`src/rtl/pfs_regs.vh`:
```
// constants for the pin function select block
`ifndef PFS_REGS_VH
`define PFS_REGS_VH

// ----------------------------------------
// register byte addresses
// ----------------------------------------
`define PFS_ADDR_CFG     8'h00
`define PFS_ADDR_GPDATA  8'h04
`define PFS_ADDR_GPDIR   8'h08
`define PFS_ADDR_GPIN    8'h0c
`define PFS_ADDR_GPIRQ   8'h10
`define PFS_ADDR_STATUS  8'h14
`define PFS_ADDR_EEPROM  8'h18
`define PFS_ADDR_SUBSYS  8'h1c

// ----------------------------------------
// reset values
// ----------------------------------------
`define PFS_RST_CFG      8'h00
`define PFS_RST_GP       12'h000
`define PFS_RST_WORD     32'h0000_0000
`define PFS_RST_MODE     3'h7

// ----------------------------------------
// mode strap codes
// ----------------------------------------
`define PFS_MODE_LB      3'h0
`define PFS_MODE_PP      3'h1
`define PFS_MODE_SSID    3'h2
`define PFS_MODE_LB_UB   3'h3
`define PFS_MODE_LB_ENH  3'h4
`define PFS_MODE_PP_ENH  3'h5
`define PFS_MODE_RSVD    3'h6
`define PFS_MODE_ALONE   3'h7

// ----------------------------------------
// field positions
// ----------------------------------------
`define PFS_CFG_PIN1_HI  6
`define PFS_CFG_PIN1_LO  5
`define PFS_CFG_PIN2     7
`define PFS_PIN_ZERO     0
`define PFS_PIN_ONE      1
`define PFS_PIN_TWO      2
`define PFS_PIN_ELEVEN   11
`define PFS_EE_CLK       0
`define PFS_EEPROM_SELECT_OUT        1
`define PFS_EEPROM_DATA_OUT        2
`define PFS_EEPROM_DATA_IN        3
`define PFS_ST_MODE_LO   0
`define PFS_ST_MODE_HI   2
`define PFS_ST_FORM      3
`define PFS_ST_PWR       4
`define PFS_ST_VALID     5

// ----------------------------------------
// timing
// ----------------------------------------
`define PFS_FILL_CYCLES  3'h5
`define PFS_CNT_ONE      3'h1

`endif

```
`src/rtl/pfs_top.v`:
```
// pin function select: strap decode, general pin roles, eeprom pins, apb registers
`include "pfs_regs.vh"

// What this block does
// - pin zero is general i/o or interrupt source in modes 000, 011, 100
// - pin zero is driven constantly low in modes 001 and 101
// - outside modes 010, 110, 111: pin one is general i/o when config bits 6:5 are 00, else driven low
// - config bit 7 clear, outside modes 010, 110, 111: pin two is general i/o or interrupt source
// - config bit 7 set, outside modes 010, 110, 111: pin two is power event input raising function 1 event
// - pins three to ten are general i/o except in modes 010, 110, 111
// - pin eleven is general i/o in modes 000, 001, 010
// - pin eleven is bus form strap in modes 011, 100, 101: low standard, high mini
// - device drives eeprom clock and active-high eeprom select
// - data shifts out on data-out pin; eeprom output sampled on data-in pin
// - data-in pin has pull-up, reads high when no eeprom fitted
// - mode 000: quad uart plus 8-bit local bus, compatible layout
// - mode 001: quad uart plus parallel port, compatible layout
// - mode 010: function 1 unusable, local bus pins set subsystem ids
// - mode 011: uarts in own base regions, local bus enhanced
// - mode 100: quad uart plus local bus, enhanced
// - mode 101: quad uart plus parallel port, enhanced
// - mode 111 standalone without host bus; 110 reserved, not strapped
module pfs_top (
  // clock, reset, enable
  input  wire        pclk,
  input  wire        presetn,
  input  wire        ce,
  // apb slave
  input  wire        psel,
  input  wire        penable,
  input  wire        pwrite,
  input  wire [7:0]  paddr,
  input  wire [31:0] pwdata,
  output reg         pready,
  output reg  [31:0] prdata,
  output reg         pslverr,
  // straps
  input  wire [2:0]  mode_pins,
  input  wire [31:0] id_pins,
  // general pins
  input  wire [11:0] gp_in,
  output reg  [11:0] gp_out,
  output reg  [11:0] gp_oe,
  output reg         gp_irq,
  output reg         pwr_event_req,
  // eeprom
  output reg         eeprom_clock_out,
  output reg         eeprom_select_out,
  output reg         eeprom_data_out,
  input  wire        eeprom_data_in,
  // function roles
  output reg         straps_valid,
  output reg         f1_local_bus,
  output reg         f1_parallel,
  output reg         f1_disabled,
  output reg         enhanced_mode,
  output reg         uart_unique_bars,
  output reg         subsys_from_pins,
  output reg         standalone,
  output reg         mode_reserved,
  output reg         bus_form_strap,
  output reg  [15:0] subsys_id,
  output reg  [15:0] subsys_vid
);

  // ----------------------------------------
  // state
  // ----------------------------------------
  localparam ST_FILL = 2'b01;
  localparam ST_RUN  = 2'b10;

  reg [1:0]  state_r;
  reg [2:0]  fill_r;
  reg [2:0]  mode_r;
  reg [7:0]  local_config_word_r;
  reg [11:0] gp_data_r;
  reg [11:0] gp_dir_r;
  reg [11:0] gp_irq_en_r;
  reg [2:0]  ee_ctl_r;

  // three-stage sync chains
  reg [11:0] gp_s1_r;
  reg [11:0] gp_s2_r;
  reg [11:0] gp_s3_r;
  reg [11:0] gp_filt_r;
  reg [2:0]  md_s1_r;
  reg [2:0]  md_s2_r;
  reg [2:0]  md_s3_r;
  reg [2:0]  md_filt_r;
  reg [31:0] id_s1_r;
  reg [31:0] id_s2_r;
  reg [31:0] id_s3_r;
  reg [31:0] id_filt_r;
  reg        di_s1_r;
  reg        di_s2_r;
  reg        di_s3_r;
  reg        di_filt_r;

  // ----------------------------------------
  // decode functions
  // ----------------------------------------
  // pins that behave as general i/o in this mode and config
  function [11:0] pfs_gpio_mask;
    input [2:0] md;
    input [7:0] cfg;
    reg   [11:0] m;
    begin
      m = `PFS_RST_GP;
      if (md != `PFS_MODE_SSID && md != `PFS_MODE_RSVD &&
          md != `PFS_MODE_ALONE) begin
        m = ~`PFS_RST_GP;
        m[`PFS_PIN_ZERO] = (md == `PFS_MODE_LB) || (md == `PFS_MODE_LB_UB) ||
                           (md == `PFS_MODE_LB_ENH);
        m[`PFS_PIN_ONE] = (cfg[`PFS_CFG_PIN1_HI:`PFS_CFG_PIN1_LO] == 2'b00);
        m[`PFS_PIN_TWO] = ~cfg[`PFS_CFG_PIN2];
        m[`PFS_PIN_ELEVEN] = (md == `PFS_MODE_LB) || (md == `PFS_MODE_PP);
      end
      if (md == `PFS_MODE_SSID)
        m[`PFS_PIN_ELEVEN] = 1'b1;
      pfs_gpio_mask = m;
    end
  endfunction

  // pins that are held driven low in this mode and config
  function [11:0] pfs_low_mask;
    input [2:0] md;
    input [7:0] cfg;
    reg   [11:0] m;
    begin
      m = `PFS_RST_GP;
      if (md != `PFS_MODE_SSID && md != `PFS_MODE_RSVD &&
          md != `PFS_MODE_ALONE) begin
        m[`PFS_PIN_ZERO] = (md == `PFS_MODE_PP) || (md == `PFS_MODE_PP_ENH);
        m[`PFS_PIN_ONE] = (cfg[`PFS_CFG_PIN1_HI:`PFS_CFG_PIN1_LO] != 2'b00);
      end
      pfs_low_mask = m;
    end
  endfunction

  // true for modes where pin eleven is the form strap
  function pfs_form_mode;
    input [2:0] md;
    begin
      pfs_form_mode = (md == `PFS_MODE_LB_UB) || (md == `PFS_MODE_LB_ENH) ||
                      (md == `PFS_MODE_PP_ENH);
    end
  endfunction

  // address is a mapped register
  function pfs_mapped;
    input [7:0] a;
    begin
      case (a)
        `PFS_ADDR_CFG,
        `PFS_ADDR_GPDATA,
        `PFS_ADDR_GPDIR,
        `PFS_ADDR_GPIN,
        `PFS_ADDR_GPIRQ,
        `PFS_ADDR_STATUS,
        `PFS_ADDR_EEPROM,
        `PFS_ADDR_SUBSYS: pfs_mapped = 1'b1;
        default:          pfs_mapped = 1'b0;
      endcase
    end
  endfunction

  // ----------------------------------------
  // input synchronisers
  // ----------------------------------------
  // a bit only moves when stages two and three agree
  always @(posedge pclk or negedge presetn) begin
    if (!presetn) begin
      gp_s1_r   <= `PFS_RST_GP;
      gp_s2_r   <= `PFS_RST_GP;
      gp_s3_r   <= `PFS_RST_GP;
      gp_filt_r <= `PFS_RST_GP;
      md_s1_r   <= `PFS_RST_MODE;
      md_s2_r   <= `PFS_RST_MODE;
      md_s3_r   <= `PFS_RST_MODE;
      md_filt_r <= `PFS_RST_MODE;
      id_s1_r   <= `PFS_RST_WORD;
      id_s2_r   <= `PFS_RST_WORD;
      id_s3_r   <= `PFS_RST_WORD;
      id_filt_r <= `PFS_RST_WORD;
      di_s1_r   <= 1'b1;
      di_s2_r   <= 1'b1;
      di_s3_r   <= 1'b1;
      di_filt_r <= 1'b1;
    end else if (ce) begin
      gp_s1_r   <= gp_in;
      gp_s2_r   <= gp_s1_r;
      gp_s3_r   <= gp_s2_r;
      gp_filt_r <= (~(gp_s2_r ^ gp_s3_r) & gp_s3_r) | ((gp_s2_r ^ gp_s3_r) & gp_filt_r);
      md_s1_r   <= mode_pins;
      md_s2_r   <= md_s1_r;
      md_s3_r   <= md_s2_r;
      md_filt_r <= (~(md_s2_r ^ md_s3_r) & md_s3_r) | ((md_s2_r ^ md_s3_r) & md_filt_r);
      id_s1_r   <= id_pins;
      id_s2_r   <= id_s1_r;
      id_s3_r   <= id_s2_r;
      id_filt_r <= (~(id_s2_r ^ id_s3_r) & id_s3_r) | ((id_s2_r ^ id_s3_r) & id_filt_r);
      di_s1_r   <= eeprom_data_in;
      di_s2_r   <= di_s1_r;
      di_s3_r   <= di_s2_r;
      if (di_s2_r == di_s3_r)
        di_filt_r <= di_s3_r;
    end
  end

  // ----------------------------------------
  // strap capture
  // ----------------------------------------
  // waits for the chains to fill, then latches once; the reserved
  // code falls back to no pin functions rather than guessing
  always @(posedge pclk or negedge presetn) begin
    if (!presetn) begin
      state_r          <= ST_FILL;
      fill_r           <= `PFS_FILL_CYCLES;
      mode_r           <= `PFS_RST_MODE;
      straps_valid     <= 1'b0;
      f1_local_bus     <= 1'b0;
      f1_parallel      <= 1'b0;
      f1_disabled      <= 1'b0;
      enhanced_mode    <= 1'b0;
      uart_unique_bars <= 1'b0;
      subsys_from_pins <= 1'b0;
      standalone       <= 1'b0;
      mode_reserved    <= 1'b0;
      bus_form_strap   <= 1'b0;
      subsys_id        <= 16'h0000;
      subsys_vid       <= 16'h0000;
    end else if (ce) begin
      case (state_r)
        ST_FILL: begin
          if (fill_r != `PFS_CNT_ONE) begin
            fill_r <= fill_r - `PFS_CNT_ONE;
          end else begin
            state_r          <= ST_RUN;
            straps_valid     <= 1'b1;
            mode_r           <= md_filt_r;
            f1_local_bus     <= (md_filt_r == `PFS_MODE_LB) ||
                                (md_filt_r == `PFS_MODE_LB_UB) ||
                                (md_filt_r == `PFS_MODE_LB_ENH);
            f1_parallel      <= (md_filt_r == `PFS_MODE_PP) ||
                                (md_filt_r == `PFS_MODE_PP_ENH);
            f1_disabled      <= (md_filt_r == `PFS_MODE_SSID);
            enhanced_mode    <= (md_filt_r == `PFS_MODE_LB_UB) ||
                                (md_filt_r == `PFS_MODE_LB_ENH) ||
                                (md_filt_r == `PFS_MODE_PP_ENH);
            uart_unique_bars <= (md_filt_r == `PFS_MODE_LB_UB);
            subsys_from_pins <= (md_filt_r == `PFS_MODE_SSID);
            standalone       <= (md_filt_r == `PFS_MODE_ALONE);
            mode_reserved    <= (md_filt_r == `PFS_MODE_RSVD);
            bus_form_strap   <= pfs_form_mode(md_filt_r) &
                                gp_filt_r[`PFS_PIN_ELEVEN];
            if (md_filt_r == `PFS_MODE_SSID) begin
              subsys_vid <= id_filt_r[31:16];
              subsys_id  <= id_filt_r[15:0];
            end
          end
        end
        ST_RUN: begin
          state_r <= ST_RUN;
        end
        default: begin
          state_r <= ST_FILL;
          fill_r  <= `PFS_FILL_CYCLES;
        end
      endcase
    end
  end

  // ----------------------------------------
  // general pin drive
  // ----------------------------------------
  // pins stay undriven until the straps are known, so nothing fights
  // a strap the board is still presenting
  wire [11:0] gpio_mask_w = pfs_gpio_mask(mode_r, local_config_word_r);
  wire [11:0] low_mask_w  = pfs_low_mask(mode_r, local_config_word_r);
  wire        pwr_mode_w  = (mode_r != `PFS_MODE_SSID) && (mode_r != `PFS_MODE_RSVD) &&
                            (mode_r != `PFS_MODE_ALONE);

  always @(posedge pclk or negedge presetn) begin
    if (!presetn) begin
      gp_out        <= `PFS_RST_GP;
      gp_oe         <= `PFS_RST_GP;
      gp_irq        <= 1'b0;
      pwr_event_req <= 1'b0;
    end else if (ce) begin
      if (straps_valid) begin
        gp_out <= gp_data_r & gp_dir_r & gpio_mask_w;
        gp_oe  <= (gp_dir_r & gpio_mask_w) | low_mask_w;
        gp_irq <= |(gp_filt_r & gp_irq_en_r & gpio_mask_w);
        pwr_event_req <= pwr_mode_w & local_config_word_r[`PFS_CFG_PIN2] &
                         gp_filt_r[`PFS_PIN_TWO];
      end else begin
        gp_out        <= `PFS_RST_GP;
        gp_oe         <= `PFS_RST_GP;
        gp_irq        <= 1'b0;
        pwr_event_req <= 1'b0;
      end
    end
  end

  // ----------------------------------------
  // eeprom pins
  // ----------------------------------------
  // software bit-bangs the link; select only rises on its request
  always @(posedge pclk or negedge presetn) begin
    if (!presetn) begin
      eeprom_clock_out  <= 1'b0;
      eeprom_select_out <= 1'b0;
      eeprom_data_out   <= 1'b0;
    end else if (ce) begin
      eeprom_clock_out  <= ee_ctl_r[`PFS_EE_CLK];
      eeprom_select_out <= ee_ctl_r[`PFS_EEPROM_SELECT_OUT];
      eeprom_data_out   <= ee_ctl_r[`PFS_EEPROM_DATA_OUT];
    end
  end

  // ----------------------------------------
  // apb registers
  // ----------------------------------------
  wire setup_w  = psel & ~penable;
  wire access_w = psel & penable & pready;
  reg  [31:0] rd_w;

  always @* begin
    rd_w = `PFS_RST_WORD;
    case (paddr)
      `PFS_ADDR_CFG:    rd_w[7:0]  = local_config_word_r;
      `PFS_ADDR_GPDATA: rd_w[11:0] = gp_data_r;
      `PFS_ADDR_GPDIR:  rd_w[11:0] = gp_dir_r;
      `PFS_ADDR_GPIN:   rd_w[11:0] = gp_filt_r & gpio_mask_w;
      `PFS_ADDR_GPIRQ:  rd_w[11:0] = gp_irq_en_r;
      `PFS_ADDR_STATUS: begin
        rd_w[`PFS_ST_MODE_HI:`PFS_ST_MODE_LO] = mode_r;
        rd_w[`PFS_ST_FORM]  = bus_form_strap;
        rd_w[`PFS_ST_PWR]   = pwr_event_req;
        rd_w[`PFS_ST_VALID] = straps_valid;
      end
      `PFS_ADDR_EEPROM: begin
        rd_w[2:0]         = ee_ctl_r;
        rd_w[`PFS_EEPROM_DATA_IN]  = di_filt_r;
      end
      `PFS_ADDR_SUBSYS: rd_w = {subsys_vid, subsys_id};
      default:          rd_w = `PFS_RST_WORD;
    endcase
  end

  // one wait-free access cycle: ready rises in the access phase
  always @(posedge pclk or negedge presetn) begin
    if (!presetn) begin
      pready  <= 1'b0;
      prdata  <= `PFS_RST_WORD;
      pslverr <= 1'b0;
    end else if (ce) begin
      pready <= setup_w;
      if (setup_w) begin
        prdata  <= pwrite ? `PFS_RST_WORD : rd_w;
        pslverr <= ~pfs_mapped(paddr);
      end else if (access_w) begin
        pslverr <= 1'b0;
      end
    end
  end

  always @(posedge pclk or negedge presetn) begin
    if (!presetn) begin
      local_config_word_r <= `PFS_RST_CFG;
      gp_data_r           <= `PFS_RST_GP;
      gp_dir_r            <= `PFS_RST_GP;
      gp_irq_en_r         <= `PFS_RST_GP;
      ee_ctl_r            <= 3'h0;
    end else if (ce && access_w && pwrite) begin
      case (paddr)
        `PFS_ADDR_CFG:    local_config_word_r <= pwdata[7:0];
        `PFS_ADDR_GPDATA: gp_data_r           <= pwdata[11:0];
        `PFS_ADDR_GPDIR:  gp_dir_r            <= pwdata[11:0];
        `PFS_ADDR_GPIRQ:  gp_irq_en_r         <= pwdata[11:0];
        `PFS_ADDR_EEPROM: ee_ctl_r            <= pwdata[2:0];
        default:          ee_ctl_r            <= ee_ctl_r;
      endcase
    end
  end

endmodule

```
`config.mk`:
```
export PLATFORM = sky130hd
export DESIGN_NAME = pfs_top
export DESIGN_NICKNAME = d
export VERILOG_FILES = /design/src/rtl/pfs_top.v
export VERILOG_INCLUDE_DIRS = /design/src /design/src/rtl
export SDC_FILE = /design/constraint.sdc
export NUM_CORES = 1
export LEC_CHECK = 0
export BUFFER_PORTS_ARGS = -buffer_cell sky130_fd_sc_hd__buf_2
export CAP_MARGIN = 20
export CORE_ASPECT_RATIO = 1.75
export CORE_MARGIN = 2
export CORE_UTILIZATION = 55
export CTS_CLUSTER_DIAMETER = 30
export DETAILED_ROUTE_END_ITERATION = 8
export PLACE_DENSITY = 0.86
export SLEW_MARGIN = 20
export SYNTH_ARGS = -nofsm -noshare
export SYNTH_HDL_FRONTEND = slang
export SYNTH_SLANG_ARGS = --single-unit
export TNS_END_PERCENT = 5
```
`constraint.sdc`:
```
create_clock -name pclk -period 6.04 [get_ports pclk]
set_clock_uncertainty 0.15 [all_clocks]
set_input_delay 0.604 -clock pclk [delete_from_list [all_inputs] [get_ports pclk]]
set_output_delay 0.604 -clock pclk [all_outputs]
set_load 0.05 [all_outputs]
```
==> flow_summary.json <==
{
  "overflow": 0,
  "first_iter_violations": 703,
  "finalMaxSlewViolations": 0,
  "holdBufCountCts": 0,
  "dp_hpwl_um": 21300,
  "insertion_delay_ns": 0.54,
  "comb_power_share_pct": 8.6,
  "routed_wl_um": 32400,
  "cts_max_level": 2,
  "syn2layout_area_growth_pct": 18.1,
  "met1_usage_pct": 28.2,
  "yosysTopAreaCellShare_pct": 57.8,
  "crit_path_max_fanout": 103,
  "switching_share_pct": 26.0,
  "max_cap_viol_count": 0,
  "io_buffers": 178,
  "root_buffer": "clkbuf_16",
  "clkSinkCount": 351,
  "synth-edff-count": 0,
  "p_sw_mw": 1.53,
  "antenna_found_initial": 5,
  "tns_ns": 0,
  "nNetsFinal": 1403,
  "power_leakage_nw": 8.08,
  "grt_max_degree": 173,
  "vias": 9810,
  "start_util_pct": 55.5,
  "path_buf_inv": 2,
  "syn_area_um2": 14200,
  "synth-seq-cells": 351,
  "p_seq_share_pct": 48.4,
  "grt_pass1_wl_um": 52600,
  "final_cell_mix": "dfrtp_1, buf_2, o21ai_0",
  "coreArea_um2": 25700,
  "syn_nets": 1237,
  "relSlewSlack_pct": 19.3,
  "grt_util_met3_pct": 5.06,
  "internal_power_mw": 4.36,
  "place.gp.congestion": 0.947,
  "synth_area_leaders": "dfrtp_1, mux2_2, o21ai_0",
  "cts_inserted_buffers": 41,
  "async_flop_share_pct": 100,
  "vias_per_cell": 5.92,
  "status": "complete, but fails checks",
  "peakVddDrop_uv": 246,
  "hold_viol": 20,
  "tightest_slew_ns": 1.20,
  "rsz0062_at_grt": "no",
  "grt_pass1_vias": 10100,
  "yosysSeqAreaShare_pct": 61.8,
  "fp.dieH_um": 217,
  "worst_path_max_delay_cell": "buf_4",
  "fp.dieW_um": 126,
  "ant_nets": 0,
  "syn_avg_cell_area_um2": 12.5,
  "clock_path_buffers": 3,
  "post-route-period-util_pct": 57.9,
  "cp-start-kind": "primary input",
  "mostFrequentLayoutCell": "dfrtp_1",
  "row_count": 78,
  "r2r-start": "fill_r[0]",
  "critPathMaxStageDelay_ns": 0.88,
  "drive_above_1_share_pct": 33.7,
  "cts_tree": "yes",
  "syn-instance-count": 1139,
  "setup_viol": 0,
  "ys_types": 57,
  "reg2reg_slack_ns": 2.55,
  "fillers": 1841,
  "grt.total_usage_pct": 24.1,
  "cts_resized": 0,
  "powerDensity_nw_per_um2": 350,
  "path_clk_slew_ns": 0.07,
  "yosysWarnings": 0,
  "critical-path-top-delay-family": "simple AND/OR/NAND/NOR gates",
  "hold_class": "primary input to asynchronous set/reset pin",
  "met2_usage_pct": 41.4,
  "violations": "negative hold slack",
  "cp.required_ns": 6.32,
  "ioPinCount": 199,
  "remaining_drc_errors": 0,
  "cp.arrival_ns": 3.77,
  "crit_type": "primary input to register",
  "ys.flop_type": "dfrtp_1",
  "crit_path_end_kind": "register",
  "synth_area_leader_cell": "dfrtp_1",
  "p_total_mw": 5.89,
  "power.share.clock_pct": 43.0,
  "crit_chain": "clkbuf_8 > buf_4 > nand2_1 > or4b_4 > nor3_4 > mux2_2",
  "post_cts_buffers": 0,
  "drtPass1Iterations": 5,
  "die_area_um2": 27300,
  "fmax_ghz": 0.286,
  "routedWlPerCell_um": 19.6,
  "period_needed_ns": 3.50,
  "r2r_cells": 6,
  "r2r_end": "subsys_vid[10]",
  "worst_hold_slack_ns": -0.0495,
  "globalRoute.busiestLayer": "met2"
}
## metrics by stage
stage                     utilization, %  instances  cell area, µm²  hold slack, ns  setup slack, ns
after floorplan                        -       1139           14200           0.158             3.31
after global placement              60.0       1582           15400           0.306             1.89
after detailed placement            60.0       1582           15400           0.310             1.80
after CTS                           65.5       1656           16800        0.000448             2.32
after global routing                65.6       1657           16800          0.0106             2.40
final                               65.6       1658           16800         -0.0495             2.54
## metal layers
layer | up-vias | wire length (µm)
li1 | 4424 | -
met5 | - | 29
met2 | 374 | 16600
met4 | 4 | 1780
met1 | 4882 | 12100
met3 | 126 | 1960
## worst max-delay path by stage
stage	from	end	slack, ns	cells past startpoint
after floorplan	paddr[5]	gp_data_r[10]	3.31	5
after global placement	ce	gp_data_r[10]	1.89	6
after detailed placement	ce	gp_data_r[10]	1.80	6
after CTS	ce	gp_data_r[2]	2.32	6
after global routing	ce	gp_data_r[10]	2.40	6
final	ce	gp_data_r[10]	2.54	6
## cell usage after synthesis (all sizes together), types with 5 or more instances
master / number
a221oi: 7
nand2b: 7
buf: 13
a32o: 12
dfstp: 22
mux2: 184
nand2: 75
a22oi: 5
nor4: 5
nor2: 12
a22o: 34
nor2b: 8
nand3: 5
a221o: 7
nand3b: 6
o21ai: 161
clkbuf: 52
nand4: 7
inv: 65
mux2i: 8
nor3: 5
a21oi: 54
dfrtp: 329
## power by group through the flow
stage	logic [mW]	registers (mW)	clock network [mW]
5_1_grt	0.587	2.89	2.69
6_report	0.509	2.85	2.53
2_1_floorplan	0.346	2.82	0
4_1_cts	0.516	2.85	2.59
3_5_place_dp	0.509	2.89	0
3_3_place_gp	0.469	2.86	0
## final cells by class
class | instances | area [µm²] | area share (%)
Antenna cell | 2 | 5.00 | 0.0297
Clock buffer | 48 | 1120 | 6.68
Clock inverter | 26 | 297 | 1.76
Inverter | 65 | 244 | 1.45
Multi-Input combinational cell | 658 | 4950 | 29.4
Sequential cell | 351 | 8810 | 52.4
Tap cell | 320 | 400 | 2.38
Timing Repair Buffer | 188 | 997 | 5.93
## kinds of logic (layout without fill, tap and decap cells)
kind of cell               after synthesis  count (layout)  synth area share [%]
muxes                                  195             195                  15.6
and+or+nand+nor                        148             148                  5.15
AOI/OAI and AO/OA                      311             311                  13.5
other                                    0               2                     0
buffers and inverters                  130             327                  3.60
DFF                                    351             351                  61.8
adders and majority gates                4               4                 0.351
(Power assumes the default switching activity.)
